===== config.mk =====
export PLATFORM = sky130hd
export DESIGN_NAME = mfl_exec
export DESIGN_NICKNAME = d
export VERILOG_FILES = /design/src/core/mfl_exec.v
export VERILOG_INCLUDE_DIRS = /design/src /design/src/pkg
export SDC_FILE = /design/constraint.sdc
export NUM_CORES = 1
export LEC_CHECK = 0
export BUFFER_PORTS_ARGS = -buffer_cell sky130_fd_sc_hd__clkbuf_2
export CAP_MARGIN = 10
export CORE_AREA = 5 5 67 69
export CTS_CLUSTER_SIZE = 8
export DETAILED_ROUTE_END_ITERATION = 10
export DIE_AREA = 0 0 72 74
export PLACE_DENSITY = 0.61
export SYNTH_ARGS = -nofsm -noshare
export SYNTH_HDL_FRONTEND = slang
export SYNTH_SLANG_ARGS = --single-unit

===== constraint.sdc =====
create_clock -name core_clk_in -period 2.7 [get_ports core_clk_in]
set_input_delay 0.405 -clock core_clk_in [delete_from_list [all_inputs] [get_ports core_clk_in]]
set_output_delay 0.405 -clock core_clk_in [all_outputs]
set_load 0.01 [all_outputs]

===== src/pkg/mfl_consts.vh =====
`ifndef MFL_CONSTS_VH
`define MFL_CONSTS_VH
`define MFL_MOVE_PAT 6'h08
`define MFL_MOVE_HI 11
`define MFL_MOVE_LO 6
`define MFL_DEST_BIT 5
`define MFL_ADDR_HI 4
`define MFL_ADDR_LO 0
`define MFL_LIT_PAT 4'hC
`define MFL_LIT_HI 11
`define MFL_LIT_LO 8
`define MFL_LIT_DATA_HI 7
`define MFL_LIT_DATA_LO 0
`define MFL_ZERO_VAL 8'h00
`define MFL_W_RST 8'h00
`define MFL_Z_RST 1'h0
`define MFL_ADDR_RST 5'h00
`define MFL_DATA_RST 8'h00
`endif


===== src/core/mfl_exec.v =====
`timescale 1ns/1ps
`include "mfl_consts.vh"

// Two-stage executor for move-file and load-literal
module mfl_exec (
  // Clock, reset and enable
  input wire core_clk_in,
  input wire nrst_in,
  input wire clk_en_in,
  // Instruction from fetch
  input wire instr_valid_in,
  input wire [11:0] instr_in,
  // File register read and write
  input wire [7:0] file_rdata_in,
  output reg [4:0] file_addr_out,
  output reg file_we_out,
  output reg [4:0] file_waddr_out,
  output reg [7:0] file_wdata_out,
  // Working register, flag and decode strobes
  output reg [7:0] w_out,
  output reg zero_flag_out,
  output reg move_file_instr_out,
  output reg load_literal_instr_out
);

  // Stage one registers the file field as the read address and
  // holds the move-file slot; stage two takes the file data, which
  // the register file returns one cycle after the address, and
  // commits the working register, zero flag and write-back.
  // A literal commits straight from stage one.
  // Hazard: a literal taken while a move-file commits is dropped,
  // so the core must not issue the two back to back in that way.
  // Clock enable low freezes every register, outputs included.

  // Opcode match for the move-file form
  function move_match;
    input [11:0] word;
    begin
      move_match = (word[`MFL_MOVE_HI:`MFL_MOVE_LO] == `MFL_MOVE_PAT);
    end
  endfunction

  // Opcode match for the load-literal form
  function lit_match;
    input [11:0] word;
    begin
      lit_match = (word[`MFL_LIT_HI:`MFL_LIT_LO] == `MFL_LIT_PAT);
    end
  endfunction

  // True when a data byte is all zero
  function is_zero;
    input [7:0] value;
    begin
      is_zero = (value == `MFL_ZERO_VAL);
    end
  endfunction

  // Fields pulled from the instruction word
  wire [4:0] dec_addr;
  wire dec_dest;
  wire [7:0] dec_lit_val;
  assign dec_addr = instr_in[`MFL_ADDR_HI:`MFL_ADDR_LO];
  assign dec_dest = instr_in[`MFL_DEST_BIT];
  assign dec_lit_val = instr_in[`MFL_LIT_DATA_HI:`MFL_LIT_DATA_LO];

  // Decode qualified by the valid strobe
  reg dec_move;
  reg dec_lit;
  always @* begin
    dec_move = 1'b0;
    dec_lit = 1'b0;
    if (instr_valid_in) begin
      dec_move = move_match(instr_in);
      dec_lit = lit_match(instr_in);
    end
  end

  // Execute-stage holding registers
  reg exec_move_r;
  reg exec_dest_r;
  reg [4:0] exec_addr_r;

  // Move-file slot, set when a move-file is taken
  always @(posedge core_clk_in) begin
    if (!nrst_in) begin
      exec_move_r <= 1'b0;
    end else if (clk_en_in) begin
      exec_move_r <= dec_move;
    end
  end

  // Destination bit travels with the slot
  always @(posedge core_clk_in) begin
    if (!nrst_in) begin
      exec_dest_r <= 1'b0;
    end else if (clk_en_in) begin
      exec_dest_r <= dec_dest;
    end
  end

  // File address travels with the slot for write-back
  always @(posedge core_clk_in) begin
    if (!nrst_in) begin
      exec_addr_r <= `MFL_ADDR_RST;
    end else if (clk_en_in) begin
      exec_addr_r <= dec_addr;
    end
  end

  // File read address, registered from the file field
  always @(posedge core_clk_in) begin
    if (!nrst_in) begin
      file_addr_out <= `MFL_ADDR_RST;
    end else if (clk_en_in) begin
      file_addr_out <= dec_addr;
    end
  end

  // Zero test of the returned file byte
  wire file_is_zero;
  assign file_is_zero = is_zero(file_rdata_in);

  // Next values for the execute stage
  reg [7:0] w_nxt;
  reg zero_nxt;
  reg we_nxt;
  always @* begin
    w_nxt = w_out;
    zero_nxt = zero_flag_out;
    we_nxt = 1'b0;
    if (exec_move_r) begin
      // Move-file in execute wins over a literal arriving now
      zero_nxt = file_is_zero;
      we_nxt = exec_dest_r;
      if (!exec_dest_r) begin
        w_nxt = file_rdata_in;
      end
    end else if (dec_lit) begin
      w_nxt = dec_lit_val;
    end
  end

  // Write-back strobe, one cycle per committed move-file
  // with the destination bit set
  always @(posedge core_clk_in) begin
    if (!nrst_in) begin
      file_we_out <= 1'b0;
    end else if (clk_en_in) begin
      file_we_out <= we_nxt;
    end
  end

  // Write-back address, the same file the byte came from
  // so the value lands where it was read
  always @(posedge core_clk_in) begin
    if (!nrst_in) begin
      file_waddr_out <= `MFL_ADDR_RST;
    end else if (clk_en_in) begin
      file_waddr_out <= exec_addr_r;
    end
  end

  // Write-back data, the unchanged file byte
  // only meaningful while the strobe is high
  always @(posedge core_clk_in) begin
    if (!nrst_in) begin
      file_wdata_out <= `MFL_DATA_RST;
    end else if (clk_en_in) begin
      file_wdata_out <= file_rdata_in;
    end
  end

  // Working register
  // loaded by a move-file to W or by a literal
  always @(posedge core_clk_in) begin
    if (!nrst_in) begin
      w_out <= `MFL_W_RST;
    end else if (clk_en_in) begin
      w_out <= w_nxt;
    end
  end

  // Zero flag
  // literals leave it alone, move-file always updates it
  always @(posedge core_clk_in) begin
    if (!nrst_in) begin
      zero_flag_out <= `MFL_Z_RST;
    end else if (clk_en_in) begin
      zero_flag_out <= zero_nxt;
    end
  end

  // Move-file decode strobe
  // high the cycle after a move-file is taken
  always @(posedge core_clk_in) begin
    if (!nrst_in) begin
      move_file_instr_out <= 1'b0;
    end else if (clk_en_in) begin
      move_file_instr_out <= dec_move;
    end
  end

  // Load-literal decode strobe
  // high even when a commit collision drops the literal
  always @(posedge core_clk_in) begin
    if (!nrst_in) begin
      load_literal_instr_out <= 1'b0;
    end else if (clk_en_in) begin
      load_literal_instr_out <= dec_lit;
    end
  end
endmodule


==> flow_summary.json <==
{
  "synth.top_cells.by_area": "dfxtp_1, mux2i_1, nor2b_1, a2bb2oi_1, o221ai_1",
  "r2r_start": "exec_move_r",
  "overflow": 0,
  "die_width_um": 72,
  "grt_setup_unrepaired": "no",
  "crit_family": "flip-flops",
  "dieArea_mm2": 0.00533,
  "tightest_slew_ns": 0.522,
  "postCtsSetupRepairBufs": 0,
  "synth-edff-count": 0,
  "cts_made_buffers": 5,
  "htree_levels": 2,
  "syn2layout_area_growth_pct": 30.2,
  "synth_flop_cell": "dfxtp_1",
  "r2r_setup_slack_ns": 1.27,
  "synth.largest_area_cell": "dfxtp_1",
  "antenna_found_initial": 0,
  "busiest_layer": "met2",
  "cp_cell_sequence": "clkbuf_2",
  "diodes": 0,
  "worstReg2RegEnd": "w_out[3]",
  "clock_latency_ns": 0.28,
  "via_per_inst": 4.88,
  "drc": 0,
  "dp_hpwl_um": 2650,
  "cp-end-kind": "output pin",
  "period_needed_ns": 1.53,
  "post_drt_wl_per_cell_um": 15.5,
  "leakagePower_nw": 0.764,
  "min_period_over_period_pct": 56.8,
  "synth-seq-area-share_pct": 48.0,
  "worst-path-buf-inv": 1,
  "ir_drop_mv": 0.293,
  "min_path_type": "in2reg",
  "crit_slowest_cell": "dfxtp_1",
  "status": "completed",
  "vias": 1074,
  "postCtsHoldBufs": 0,
  "slew_headroom_pct": 65.2,
  "dieHeight_um": 74,
  "holdPathEnd": "file_addr_out[3]",
  "fill_cells": 390,
  "drive_above_1_share_pct": 38.2,
  "synth_top_area_share_pct": 48.0,
  "core_area_mm2": 0.00386,
  "timing.fmax_ghz": 0.652,
  "finalMaxSlewViolations": 0,
  "gp_congestion": 0.779,
  "gr-usage-met1_pct": 14.9,
  "grtUsageMet2_pct": 23.3,
  "avgSynthCellArea_um2": 11.2,
  "async_flop_share_pct": 0,
  "reg2reg_depth": 3,
  "yosysWarnings": 0,
  "finalSetupTns_ns": 0,
  "min_from": "instr_in[3]",
  "final_common_cell": "clkbuf_2",
  "crit_fanout": 16,
  "holdWs_ns": 0.420,
  "grt_pass1_vias": 1107,
  "cp.arrival_ns": 1.13,
  "grt_usage_pct": 13.7,
  "p_per_area_mw_per_mm2": 568,
  "hold_path_depth": 3,
  "grt_pass1_wl_um": 5420,
  "finalCoreUtilization_pct": 43.7,
  "clock_skew_ns": 0.000967,
  "rows": 23,
  "synth_cell_type_count": 25,
  "drt_iter0_drc": 22,
  "cts.path.max_buffers": 2,
  "crit_type": "reg2out",
  "root_buffer": "clkbuf_8",
  "grt_max_degree": 33,
  "use_met3_pct": 5.41,
  "ys_ff_latch": 31,
  "netlist_instances": 116,
  "cts.clk_slew.worst_paths_ns": 0.06,
  "cap_viol_max_count": 0,
  "wl_um": 3410,
  "portBuffers": 53,
  "required_ns": 2.30,
  "cts_tree": "done",
  "ant_nets": 0,
  "cts_resized": 0,
  "cp-start-kind": "flop",
  "dr.pass1.iters": 4,
  "setup_viol": 0,
  "slowest_delay_ns": 0.62,
  "io_pins": 54,
  "final_nets": 194,
  "syn_nets": 140,
  "cts_sinks": 31,
  "start_util_pct": 33.5,
  "total_power_mw": 0.957,
  "hold_viol": 0,
  "synth_area_mm2": 0.00129,
  "layout_common_cells": "clkbuf_2, dfxtp_1, mux2i_1, nor2b_1"
}
-- per-stage QoR --
stage | instances | area [um^2] | setup slack, ns
5_1_grt | 220 | 1680 | 1.09
3_3_place_gp | 213 | 1600 | 1.26
4_1_cts | 220 | 1680 | 1.17
3_5_place_dp | 213 | 1600 | 1.22
2_1_floorplan | 116 | 1290 | 1.37
6_report | 220 | 1680 | 1.17
-- worst max-delay path by stage --
| stage | from | endpoint | slack [ns] | cells past startpoint |
|---|---|---|---|---|
| global placement | clk_en_in | w_out[3] | 1.26 | 4 |
| detailed placement | clk_en_in | w_out[3] | 1.22 | 4 |
| global route | exec_move_r | move_file_instr_out | 1.09 | 1 |
| floorplan | clk_en_in | w_out[3] | 1.37 | 4 |
| CTS | exec_move_r | move_file_instr_out | 1.17 | 1 |
| finish | exec_move_r | move_file_instr_out | 1.17 | 1 |
-- registers in the layout, indices dropped and copies added, names as in the netlist --
register and flops:
load_literal_instr_out 1, file_we_out 1, file_wdata_out 8, file_waddr_out 5, exec_dest_r 1, exec_move_r 1
w_out 8, file_addr_out 5, zero_flag_out 1
-- kinds of logic (layout without fill, tap and decap cells) --
logic type      count (synthesis)  after routing  share of synthesized area (%)
compound gates                 21             21                           15.1
buf+inv                         8             62                           2.80
flops                          31             31                           48.0
mux                            20             20                           15.5
simple gates                   36             36                           18.7
-- power breakdown --
group	internal [mW]	switching [mW]	total, mW
logic	0.0538	0.0584	0.112
registers	0.476	0.0115	0.487
clock network	0.199	0.158	0.358
total	0.729	0.228	0.957
-- routing by layer --
| layer | vias to the layer above | part of all wire (%) |
|---|---|---|
| met4 | 0 | 2.1 |
| li1 | 530 | - |
| met5 | - | 0 |
| met1 | 502 | 40 |
| met2 | 35 | 52 |
| met3 | 7 | 6.2 |
-- area by class of cell --
type / count / area [um^2] / share of cell area (%)
multi-input cells: 77 / 637 / 37.8
flip-flops and latches: 31 / 621 / 36.8
repair buffers: 54 / 273 / 16.2
clock buffers: 6 / 82.6 / 4.90
well taps: 50 / 62.6 / 3.71
clock inverters: 1 / 5.00 / 0.297
inverters: 1 / 3.75 / 0.223
-- cell usage after synthesis, types with 2 or more instances --
cell type,n
and2_1,2
nand2_1,2
a2bb2oi_1,7
dfxtp_1,31
o221ai_1,7
nor2b_1,20
clkbuf_1,4
buf_2,2
nand4_1,2
nand2b_1,3
mux2i_1,20
a21boi_0,2
nor4_1,2
(Power assumes the default switching activity.)
